**config.mk**
```make
export PLATFORM = sky130hd
export DESIGN_NAME = plb_logic_block
export DESIGN_NICKNAME = d
export VERILOG_FILES = /design/src/pkg/plb_pkg.sv /design/src/pkg/plb_cfg_if.sv /design/src/logic/plb_sync.sv /design/src/logic/plb_slice.sv /design/src/logic/plb_logic_block.sv
export SDC_FILE = /design/constraint.sdc
export NUM_CORES = 1
export LEC_CHECK = 0
export BUFFER_PORTS_ARGS = -buffer_cell sky130_fd_sc_hd__buf_2
export CORE_ASPECT_RATIO = 1.5
export CORE_UTILIZATION = 40
export CTS_CLUSTER_SIZE = 20
export DETAILED_ROUTE_END_ITERATION = 6
export PLACE_DENSITY = 0.69
export REMOVE_ABC_BUFFERS = 1
export SYNTH_ARGS = -nofsm -noshare
export SYNTH_HDL_FRONTEND = slang
export SYNTH_SLANG_ARGS = --single-unit
```
**constraint.sdc**
```tcl
create_clock -name clock -period 2.7 [get_ports clock]
set_clock_uncertainty 0.2 [all_clocks]
set_input_delay 0.135 -clock clock [delete_from_list [all_inputs] [get_ports clock]]
set_output_delay 0.135 -clock clock [all_outputs]
set_load 0.05 [all_outputs]
```
**src/pkg/plb_pkg.sv**
```systemverilog
// Shared constants and types for the programmable logic block
package plb_pkg;
  // ----------------------------------------
  // Block shape
  // ----------------------------------------
  localparam int NumSlices = 4;   // Slices 0..3
  localparam int RegSlices = 3;   // Slices with registers and carry
  localparam int SliceInW  = 13;  // Routing inputs of slices 0..2
  localparam int TopInW    = 10;  // Routing inputs of slice 3
  localparam int SliceOutW = 6;   // Routing outputs of slices 0..2
  localparam int TopOutW   = 4;   // Routing outputs of slice 3
  localparam int BlockInW  = 50;  // All block inputs
  localparam int BlockOutW = 23;  // All block outputs
  localparam int LutW      = 16;  // Entries of one four-input table
  // ----------------------------------------
  // Pin positions inside a slice input word
  // ----------------------------------------
  localparam int PinLut0 = 0;     // Table 0 address, 4 bits
  localparam int PinLut1 = 4;     // Table 1 address, 4 bits
  localparam int PinM0   = 8;     // Select / data bit 0
  localparam int PinM1   = 9;     // Select / data bit 1
  localparam int PinClk  = 10;    // Routing clock
  localparam int PinLsr  = 11;    // Set/reset request
  localparam int PinCe   = 12;    // Clock enable / write enable
  // ----------------------------------------
  // Output positions inside a slice output word
  // ----------------------------------------
  localparam int OutF    = 0;     // Two table results
  localparam int OutQ    = 2;     // Two register results
  localparam int OutOfx0 = 4;     // Five-input merge
  localparam int OutOfx1 = 5;     // Wider merge
  // ----------------------------------------
  // Mode word fields and register map
  // ----------------------------------------
  localparam int FldMode   = 0;   // Two bits
  localparam int FldClkNeg = 2;   // Clock polarity
  localparam int FldLevel  = 3;   // Level sensitive
  localparam int FldAsync  = 4;   // Set/reset asynchronous
  localparam int FldSrVal  = 5;   // Two bits, value forced by set/reset
  localparam int FldBypass = 7;   // Register loads select bits
  localparam int FldShared = 8;   // Clock from slice 0 pin
  localparam int ModeW     = 9;
  localparam logic [ModeW-1:0] ModeReset = 9'h000;
  localparam int AdrW = 8;
  localparam logic [3:0] RegionLut  = 4'h0;  // 0x00..0x0c table words
  localparam logic [3:0] RegionMode = 4'h1;  // 0x10..0x1c mode words
  localparam logic [AdrW-1:0] AdrCtrl   = 8'h20;
  localparam logic [AdrW-1:0] AdrStatus = 8'h24;
  // Slice operating modes
  typedef enum logic [1:0] {
    ModeLogic  = 2'b00,
    ModeRipple = 2'b01,
    ModeRam    = 2'b11,
    ModeRom    = 2'b10
  } plb_mode_t;
endpackage

```
**src/pkg/plb_cfg_if.sv**
```systemverilog
// Configuration carrier between the block top and one slice
`timescale 1ns/1ps
interface plb_cfg_if;
  logic [31:0]               lutInit;    // Table image to load
  logic                      lutLoad;    // Load strobe, one cycle
  logic [plb_pkg::ModeW-1:0] modeWord;   // Mode and register options
  logic                      sharedClk;  // Slice 0 routing clock
  logic                      chipSel;    // Memory write gate
  logic [31:0]               lutNow;     // Current table image
  modport ctrl  (output lutInit, lutLoad, modeWord, sharedClk, chipSel, input lutNow);
  modport slice (input lutInit, lutLoad, modeWord, sharedClk, chipSel, output lutNow);
endinterface

```
**src/logic/plb_sync.sv**
```systemverilog
// Two-stage synchroniser for routing inputs
`timescale 1ns/1ps
module plb_sync #(
  parameter int W = 1
) (
  // Clock and reset
  input  wire logic         clock,
  input  wire logic         rst,
  // Data
  input  wire logic [W-1:0] d,
  output logic      [W-1:0] q
);
  logic [W-1:0] meta;       // First stage, read only by q
  logic [W-1:0] next_meta;
  logic [W-1:0] next_q;

  // Next stage values
  always_comb begin
    next_meta = rst ? '0 : d;
    next_q    = rst ? '0 : meta;
  end

  // Stage registers
  always_ff @(posedge clock) begin
    meta <= next_meta;
    q    <= next_q;
  end
endmodule

```
**src/logic/plb_slice.sv**
```systemverilog
// One slice: two four-input tables, optional registers and carry
`timescale 1ns/1ps
module plb_slice #(
  parameter bit HAS_REG = 1'b1,
  parameter bit RAM_OK  = 1'b1
) (
  // Clock and reset
  input  wire logic                          clock,
  input  wire logic                          rst,
  // Configuration
  plb_cfg_if.slice                           cfg,
  // Routing side
  input  wire logic [plb_pkg::SliceInW-1:0]  din,
  input  wire logic                          cin,
  output logic      [1:0]                    f,
  output logic      [1:0]                    q,
  output logic                               ofx0,
  output logic                               cout
);
  // ----------------------------------------
  // State and decode
  // ----------------------------------------
  logic [1:0][plb_pkg::LutW-1:0] tbl;       // Table contents
  logic [1:0][plb_pkg::LutW-1:0] next_tbl;
  logic [1:0]          next_q;
  logic                prevLvl;             // Clock level last cycle
  logic                next_prevLvl;
  plb_pkg::plb_mode_t  mode;                // Requested mode
  plb_pkg::plb_mode_t  modeEff;             // Mode this slice can do
  logic [1:0]          p;                   // Raw table results
  logic                c1;                  // Carry between halves
  logic                lvl;                 // Clock level after polarity
  logic                tick;                // Active clock event
  logic                lsr;
  logic                async;
  logic                ramWe;
  logic [1:0]          srVal;

  assign mode  = plb_pkg::plb_mode_t'(cfg.modeWord[plb_pkg::FldMode +: 2]);
  assign async = cfg.modeWord[plb_pkg::FldAsync];
  assign srVal = cfg.modeWord[plb_pkg::FldSrVal +: 2];
  assign lsr   = din[plb_pkg::PinLsr];
  assign cfg.lutNow = tbl;

  // Unsupported modes fall back to plain logic
  always_comb begin
    modeEff = mode;
    if (mode == plb_pkg::ModeRam && !(HAS_REG && RAM_OK)) begin
      modeEff = plb_pkg::ModeLogic;
    end
    if (mode == plb_pkg::ModeRipple && !HAS_REG) begin
      modeEff = plb_pkg::ModeLogic;
    end
  end

  // ----------------------------------------
  // Tables, ripple and merge
  // ----------------------------------------
  always_comb begin
    p[0] = tbl[0][din[plb_pkg::PinLut0 +: 4]];
    p[1] = tbl[1][din[plb_pkg::PinLut1 +: 4]];
    c1   = 1'b0;
    cout = 1'b0;                    // No chain unless rippling
    f    = p;
    if (modeEff == plb_pkg::ModeRipple) begin
      // Table gives propagate, first address bit gives generate
      f[0] = p[0] ^ cin;
      c1   = p[0] ? cin : din[plb_pkg::PinLut0];
      f[1] = p[1] ^ c1;
      cout = p[1] ? c1 : din[plb_pkg::PinLut1];
    end
    ofx0 = din[plb_pkg::PinM0] ? p[1] : p[0];
  end

  // ----------------------------------------
  // Clock select, polarity and edge/level
  // ----------------------------------------
  always_comb begin
    lvl = (cfg.modeWord[plb_pkg::FldShared] ? cfg.sharedClk : din[plb_pkg::PinClk])
          ^ cfg.modeWord[plb_pkg::FldClkNeg];
    // Level mode follows the input while the level is active
    tick = cfg.modeWord[plb_pkg::FldLevel] ? lvl : (lvl & ~prevLvl);
    ramWe = (modeEff == plb_pkg::ModeRam) && tick && din[plb_pkg::PinCe] && cfg.chipSel;
  end

  // Next table, register and clock history
  always_comb begin
    next_prevLvl = rst ? 1'b0 : lvl;
    next_tbl     = tbl;
    next_q       = q;
    if (cfg.lutLoad) begin
      next_tbl = cfg.lutInit;
    end
    if (ramWe) begin
      // Memory write wins over a bus load in the same cycle
      next_tbl[0][din[plb_pkg::PinLut1 +: 4]] = din[plb_pkg::PinM0];
      next_tbl[1][din[plb_pkg::PinLut1 +: 4]] = din[plb_pkg::PinM1];
    end
    if (HAS_REG) begin
      if (lsr && (async || tick)) begin
        next_q = srVal;
      end else if (tick && din[plb_pkg::PinCe]) begin
        next_q = cfg.modeWord[plb_pkg::FldBypass] ? din[plb_pkg::PinM0 +: 2] : f;
      end
    end else begin
      next_q = 2'h0;
    end
    if (rst) begin
      next_tbl = '0;
      next_q   = 2'h0;
    end
  end

  // Slice registers
  always_ff @(posedge clock) begin
    tbl     <= next_tbl;
    q       <= next_q;
    prevLvl <= next_prevLvl;
  end
endmodule

```
**src/logic/plb_logic_block.sv**
```systemverilog
// Programmable logic block: four slices, wide merge and bus configuration
//
// Behaviour
// - Four slices, two tables each
// - Slices 0-2 registered, slice 3 tables only
// - Memory mode only in memory-capable variant
// - Mode set per slice and variant
// - Tables merge into five to eight inputs
// - Set/reset, synchronous or asynchronous per slice
// - Clock select, chip select, wide memory control
// - Clock polarity and edge or level
// - Slices 0-2: thirteen inputs plus carry
// - Slices 0-2: six outputs plus carry
// - Slice 3: ten in, four out, no carry
// - Fifty inputs, twenty-three outputs, all routing
//
// Added by the designer: the placing of the registers and the Wishbone register port.
`timescale 1ns/1ps
module plb_logic_block #(
  parameter bit RAM_CAPABLE = 1'b1
) (
  // Clock and reset
  input  wire logic                                  clock,
  input  wire logic                                  rst,
  // Wishbone slave
  input  wire logic                                  cyc_i,
  input  wire logic                                  stb_i,
  input  wire logic                                  we_i,
  input  wire logic [plb_pkg::AdrW-1:0]              adr_i,
  input  wire logic [3:0]                            sel_i,
  input  wire logic [31:0]                           dat_i,
  output logic      [31:0]                           dat_o,
  output logic                                       ack_o,
  // Routing inputs
  input  wire logic [plb_pkg::RegSlices*plb_pkg::SliceInW-1:0] fabricIn,
  input  wire logic [plb_pkg::TopInW-1:0]            topIn,
  input  wire logic                                  carryIn,
  // Routing outputs
  output logic [plb_pkg::RegSlices*plb_pkg::SliceOutW-1:0] fabricOut,
  output logic [plb_pkg::TopOutW-1:0]                topOut,
  output logic                                       carryOut
);
  // ----------------------------------------
  // Input synchronisation
  // ----------------------------------------
  logic [plb_pkg::BlockInW-1:0]  syncIn;     // All fifty inputs, synchronised
  logic [plb_pkg::NumSlices-1:0][plb_pkg::SliceInW-1:0] pins; // Per slice inputs

  // Routing pins come from other clocking, so everything is resampled
  plb_sync #(
    .W (plb_pkg::BlockInW)
  ) inSync (
    .clock (clock),
    .rst   (rst),
    .d     ({carryIn, topIn, fabricIn}),
    .q     (syncIn)
  );

  // Split inputs per slice; slice 3 upper pins unused
  always_comb begin
    for (int i = 0; i < plb_pkg::RegSlices; i++) begin
      pins[i] = syncIn[i*plb_pkg::SliceInW +: plb_pkg::SliceInW];
    end
    pins[plb_pkg::RegSlices] = {3'h0, syncIn[plb_pkg::RegSlices*plb_pkg::SliceInW +: plb_pkg::TopInW]};
  end

  // ----------------------------------------
  // Configuration registers
  // ----------------------------------------
  logic [plb_pkg::NumSlices-1:0][plb_pkg::ModeW-1:0] modeReg;   // Per slice mode word
  logic [plb_pkg::NumSlices-1:0][plb_pkg::ModeW-1:0] next_modeReg;
  logic                chipSel;           // Memory write gate
  logic                next_chipSel;
  logic                next_ack;
  logic [31:0]         next_dat;
  logic                wbWrite;           // Accepted write this cycle
  logic                wbTake;            // Accepted access this cycle
  logic [31:0]         mask;              // Byte lane mask
  logic [1:0]          idx;               // Slice index of access
  logic [3:0]          region;            // Upper address nibble
  logic [plb_pkg::NumSlices-1:0][31:0] lutNow;   // Table readback
  logic [plb_pkg::NumSlices-1:0]       lutLoad;  // Table load strobes

  assign wbTake  = cyc_i && stb_i && !ack_o;
  assign wbWrite = wbTake && we_i;
  assign idx     = adr_i[3:2];
  assign region  = adr_i[7:4];

  // Byte enables widened to bit mask
  always_comb begin
    for (int b = 0; b < 4; b++) begin
      mask[b*8 +: 8] = {8{sel_i[b]}};
    end
  end

  // Table load strobes, one per slice
  always_comb begin
    for (int i = 0; i < plb_pkg::NumSlices; i++) begin
      lutLoad[i] = wbWrite && region == plb_pkg::RegionLut && idx == i[1:0];
    end
  end

  // Bus answer, mode words and control bit
  always_comb begin
    next_ack     = wbTake;           // Ack one cycle after request
    next_dat     = dat_o;
    next_modeReg = modeReg;
    next_chipSel = chipSel;
    if (wbTake && !we_i) begin
      unique case (region)
        plb_pkg::RegionLut:  next_dat = lutNow[idx];
        plb_pkg::RegionMode: next_dat = {23'h0, modeReg[idx]};
        default: begin
          // Unmapped reads answer zero
          next_dat = 32'h0;
          if (adr_i == plb_pkg::AdrCtrl) begin
            next_dat = {31'h0, chipSel};
          end else if (adr_i == plb_pkg::AdrStatus) begin
            next_dat = {9'h0, carryOut, topOut, fabricOut};
          end
        end
      endcase
    end
    if (wbWrite && region == plb_pkg::RegionMode) begin
      next_modeReg[idx] = (modeReg[idx] & ~mask[plb_pkg::ModeW-1:0])
                          | (dat_i[plb_pkg::ModeW-1:0] & mask[plb_pkg::ModeW-1:0]);
    end
    if (wbWrite && adr_i == plb_pkg::AdrCtrl && sel_i[0]) begin
      next_chipSel = dat_i[0];
    end
    if (rst) begin
      next_ack     = 1'b0;
      next_dat     = 32'h0;
      next_modeReg = {plb_pkg::NumSlices{plb_pkg::ModeReset}};
      next_chipSel = 1'b0;
    end
  end

  // Configuration and bus registers
  always_ff @(posedge clock) begin
    ack_o   <= next_ack;
    dat_o   <= next_dat;
    modeReg <= next_modeReg;
    chipSel <= next_chipSel;
  end

  // ----------------------------------------
  // Slices
  // ----------------------------------------
  logic [plb_pkg::NumSlices-1:0][1:0] f;     // Table results
  logic [plb_pkg::NumSlices-1:0][1:0] q;     // Register results
  logic [plb_pkg::NumSlices-1:0]      ofx0;  // Five-input merges
  logic [plb_pkg::NumSlices-1:0]      ofx1;  // Wider merges
  logic [plb_pkg::NumSlices-1:0]      cout;  // Carry out per slice

  for (genvar i = 0; i < plb_pkg::NumSlices; i++) begin : gSlice
    plb_cfg_if cfg ();
    // Partial table writes keep the unselected bytes
    assign cfg.lutInit   = (lutNow[i] & ~mask) | (dat_i & mask);
    assign cfg.lutLoad   = lutLoad[i];
    assign cfg.modeWord  = modeReg[i];
    assign cfg.sharedClk = pins[0][plb_pkg::PinClk];
    assign cfg.chipSel   = chipSel;
    assign lutNow[i]     = cfg.lutNow;

    plb_slice #(
      .HAS_REG (i < plb_pkg::RegSlices),
      .RAM_OK  (RAM_CAPABLE)
    ) slice (
      .clock (clock),
      .rst   (rst),
      .cfg   (cfg.slice),
      .din   (pins[i]),
      // Chain runs 0 to 2; slice 3 stays off it
      .cin   ((i == 0) ? syncIn[plb_pkg::BlockInW-1] :
              (i < plb_pkg::RegSlices) ? cout[(i+plb_pkg::NumSlices-1)%plb_pkg::NumSlices] : 1'b0),
      .f     (f[i]),
      .q     (q[i]),
      .ofx0  (ofx0[i]),
      .cout  (cout[i])
    );
  end

  // ----------------------------------------
  // Wide function merge
  // ----------------------------------------
  // Pairs give six inputs, pairs of pairs seven, top stage eight
  always_comb begin
    ofx1[0] = pins[0][plb_pkg::PinM1] ? ofx0[1] : ofx0[0];
    ofx1[2] = pins[2][plb_pkg::PinM1] ? ofx0[3] : ofx0[2];
    ofx1[1] = pins[1][plb_pkg::PinM1] ? ofx1[2] : ofx1[0];
    ofx1[3] = pins[3][plb_pkg::PinM1] ? ofx1[1] : ofx0[3];
  end

  // ----------------------------------------
  // Output registers
  // ----------------------------------------
  logic [plb_pkg::BlockOutW-1:0] outBus;      // Registered outputs
  logic [plb_pkg::BlockOutW-1:0] next_outBus;

  // Gather every result toward routing
  always_comb begin
    next_outBus = '0;
    for (int i = 0; i < plb_pkg::RegSlices; i++) begin
      next_outBus[i*plb_pkg::SliceOutW +: plb_pkg::SliceOutW] = {ofx1[i], ofx0[i], q[i], f[i]};
    end
    next_outBus[plb_pkg::RegSlices*plb_pkg::SliceOutW +: plb_pkg::TopOutW] =
      {ofx1[plb_pkg::RegSlices], ofx0[plb_pkg::RegSlices], f[plb_pkg::RegSlices]};
    next_outBus[plb_pkg::BlockOutW-1] = cout[plb_pkg::RegSlices-1];
    if (rst) begin
      next_outBus = '0;
    end
  end

  // Outputs change only on the system clock
  always_ff @(posedge clock) begin
    outBus <= next_outBus;
  end

  assign fabricOut = outBus[plb_pkg::RegSlices*plb_pkg::SliceOutW-1:0];
  assign topOut    = outBus[plb_pkg::BlockOutW-2 -: plb_pkg::TopOutW];
  assign carryOut  = outBus[plb_pkg::BlockOutW-1];
endmodule

```
==> results.md <==
* Core ar. at 36200 um^2
* Worst setup SP type: flop
* DIE HEIGHT at 238 um
* Die ar. at 37800 um^2
* Final period util at 99.1%
* Sw Pwr at 2.47 mW
* Int Pwr at 8.04 mW
* Post-Route Setup TNS at 0 ns
* Clk network pwr share at 44.8%
* GPL Wtd Cong at 0.967
* Cell variety after synth at 59
* IO buf count at 154
* CP Max Fanout at 8
* Ys flop type: dfxtp_1
* Drt pass-1 iters at 5
* PnR worst setup slack at 0.0247 ns
* Fin Hold WS at 0.0171 ns
* Via density at 5.78
* CTS sink cnt at 330
* Fmax achieved at 0.374 GHz
* Reg power frac at 47.9%
* Unrepaired setup endpoints after global routing: yes
* DR vias at 13477
* Initial antenna violation count at 0
* Slew Limit Fails at 0
* CTS tree: yes
* Worst IR drop on VDD at 0.351 mV
* Drt drc at 0
* Clock period minus worst slack at 2.68 ns
* Layout cells sized above 1 at 24.2%
* Num rows at 85
* LEAKAGE at 7.47 nW
* Arr. time, crit path at 2.92 ns
* Critical Path End Type: flop
* Mapped Cells at 1511
* Commonest cells after routing, fill and taps aside: dfxtp_1 (321), nor2_1 (185), buf_2 (154)
* Switching fraction of total power at 23.5%
* Setup violations, final at 0
* Register area share after synthesis at 44.7%
* Post-Place Worst Slack at -0.123 ns
* Post-synth EDFFs at 0
* Non-filler cells in the finished layout at 2330
* PwrDens at 548 nW/um^2
* Outcome: finished clean
* Async SR Flop Fraction at 0%
* Die width at 159 um
* Syn avg cell area at 9.79 um^2
* Fin nets at 1931
* Iter 0 DRT Violations at 1400
* IO Pins at 155
* CTS root buf: clkbuf_16
* DR WL/cell at 23.0 um
* Total track usage at 28.1%
* H-Tree Level Count at 2
* First-pass GRT wire length at 80400 um
* Area growth syn-to-layout at 29.7%
* Vias in the first global route at 13497
* Worst hold path type: primary input to flop
* Post-DP HPWL at 38600 um
* Slew HR at 46.0%
* Setup Crit Path Kind: flop to flop
* Routed Wire Length at 53600 um
* Worst Path Required at 2.94 ns
* Antenna Cells at 0
* Worst Tran Pin Value at 0.808 ns
* Max clock buf depth at 3
* Depth of the most critical reg-to-reg path at 8
* Total of max-cap violations at 0
* Final ANT Viol Nets at 0
* Most common cell after layout, fill and taps aside: dfxtp_1
* Final Hold Viols at 0
* Worst hold stages at 6
* Initial Util at 40.9%
* Post-Synthesis Cell Area at 14800 um^2
* Flops & latches, synth at 330
* Clock latency on the worst-skew pair at 0.54 ns
* Largest net degree at the start of global routing at 133
* TritonCTS Buffers at 34
* Synth warn at 0
* Final core utilization at 53.1%
* Post-Place Cells at 2122
* GRT Residual Overflow at 0
* R2R Setup Slk at 0.02 ns
* Combinational share of power at 7.4%
* Clock transition at path regs at 0.06 ns
## power groups by stage
stage	Clock (mW)	Sequential [mW]	Combinational [mW]
floorplan	0	5.18	0.186
detailed placement	0	5.14	0.628
CTS	4.77	5.03	0.758
finish	4.71	5.03	0.773
global route	4.99	5.04	0.819
global placement	0	5.14	0.622
## cell families after synthesis
group / share of synthesized area (%)
xor+xnor: 0.533
mux: 20.0
compound gates: 10.1
buf+inv: 3.04
simple gates: 21.7
flops: 44.7
## metal layers
metal / part of all wire, % / track usage [%] / vias to the layer above / wire, um
li1: - / - / 6102 / -
met1: 34 / 29.3 / 6436 / 18000
met2: 49 / 49.0 / 680 / 26400
met3: 7.3 / 5.27 / 259 / 3900
met4: 9.8 / 23.6 / 0 / 5260
met5: 0 / 0 / - / 0
## worst max-delay path, cell delays in order, from the launching register on
cell and delay [ns]:
dfxtp_1 0.42, buf_4 0.23, mux4_2 0.33, mux4_2 0.58
o21ai_2 0.20, a31oi_4 0.06, and2_4 0.18, mux2i_1 0.12
o41ai_2 0.26
## final timing paths
kind,startpoint,end
hold / removal,stb_i,chipSel
setup / recovery,inSync.q[17],gSlice[2].slice.q[0]
setup reg to reg,inSync.q[17],gSlice[2].slice.q[0]
hold reg to reg,inSync.meta[3],inSync.q[3]
## through the flow
stage               cell area [um^2]  power, mW
global route                   19200       10.8
detailed placement             16500       5.77
global placement               16500       5.76
CTS                            19000       10.6
finish                         19200       10.5
floorplan                      14400       5.37
## layout make-up
cell class,count,area [um^2]
fill,3283,17000
multi-input combinational,1066,7810
sequential,330,6630
timing repair buffer,394,3030
clock buffer,47,991
tap,478,598
clock inverter,9,103
inverter,6,22.5
## timing repair
action | CTS | global route
hold buffers | 141 | 0
hold endpoints to repair | 204 | 0
endpoints found under the setup margin | 7 | 71
pin swaps | 0 | 4
resized for setup | 13 | 25
cloned | 0 | 3
setup buffers | 1 | 7
## flip-flops by register name, summed over array words and instances (netlist names), named ones only
register and count:
gSlice.slice.prevLvl 3, chipSel 1, gSlice.cfg.modeWord 36, outBus 23
ack_o 1, gSlice.slice.q 6, dat_o 32, inSync.meta 50
gSlice.slice.cfg.lutNow 96, inSync.q 50
## synth_stat cells (4+ instances only)
cell,number,share of area [%]
dfxtp_1,330,45
nor2_1,189,4.8
nor2b_1,114,4.8
nand2_1,113,2.9
nor3_1,102,3.5
clkbuf_1,95,2.4
a211oi_1,81,4.1
nand3_1,79,2.7
mux4_2,74,11
mux2i_1,67,4.5
a21oi_1,40,1.4
mux2_2,28,2.1
and3_1,20,0.85
a221oi_1,18,1.1
a311oi_1,16,0.95
mux2_1,16,1.2
nand2b_1,15,0.63
a22oi_1,9,0.46
and2_1,9,0.38
buf_1,7,0.18
inv_1,6,0.15
nand3b_1,6,0.30
o211a_1,6,0.41
a31oi_1,5,0.21
buf_2,5,0.17
o21ai_1,5,0.17
xnor2_1,5,0.30
mux4_1,4,0.71
xor2_1,4,0.24
No activity file was read; power rests on OpenSTA's default activity.
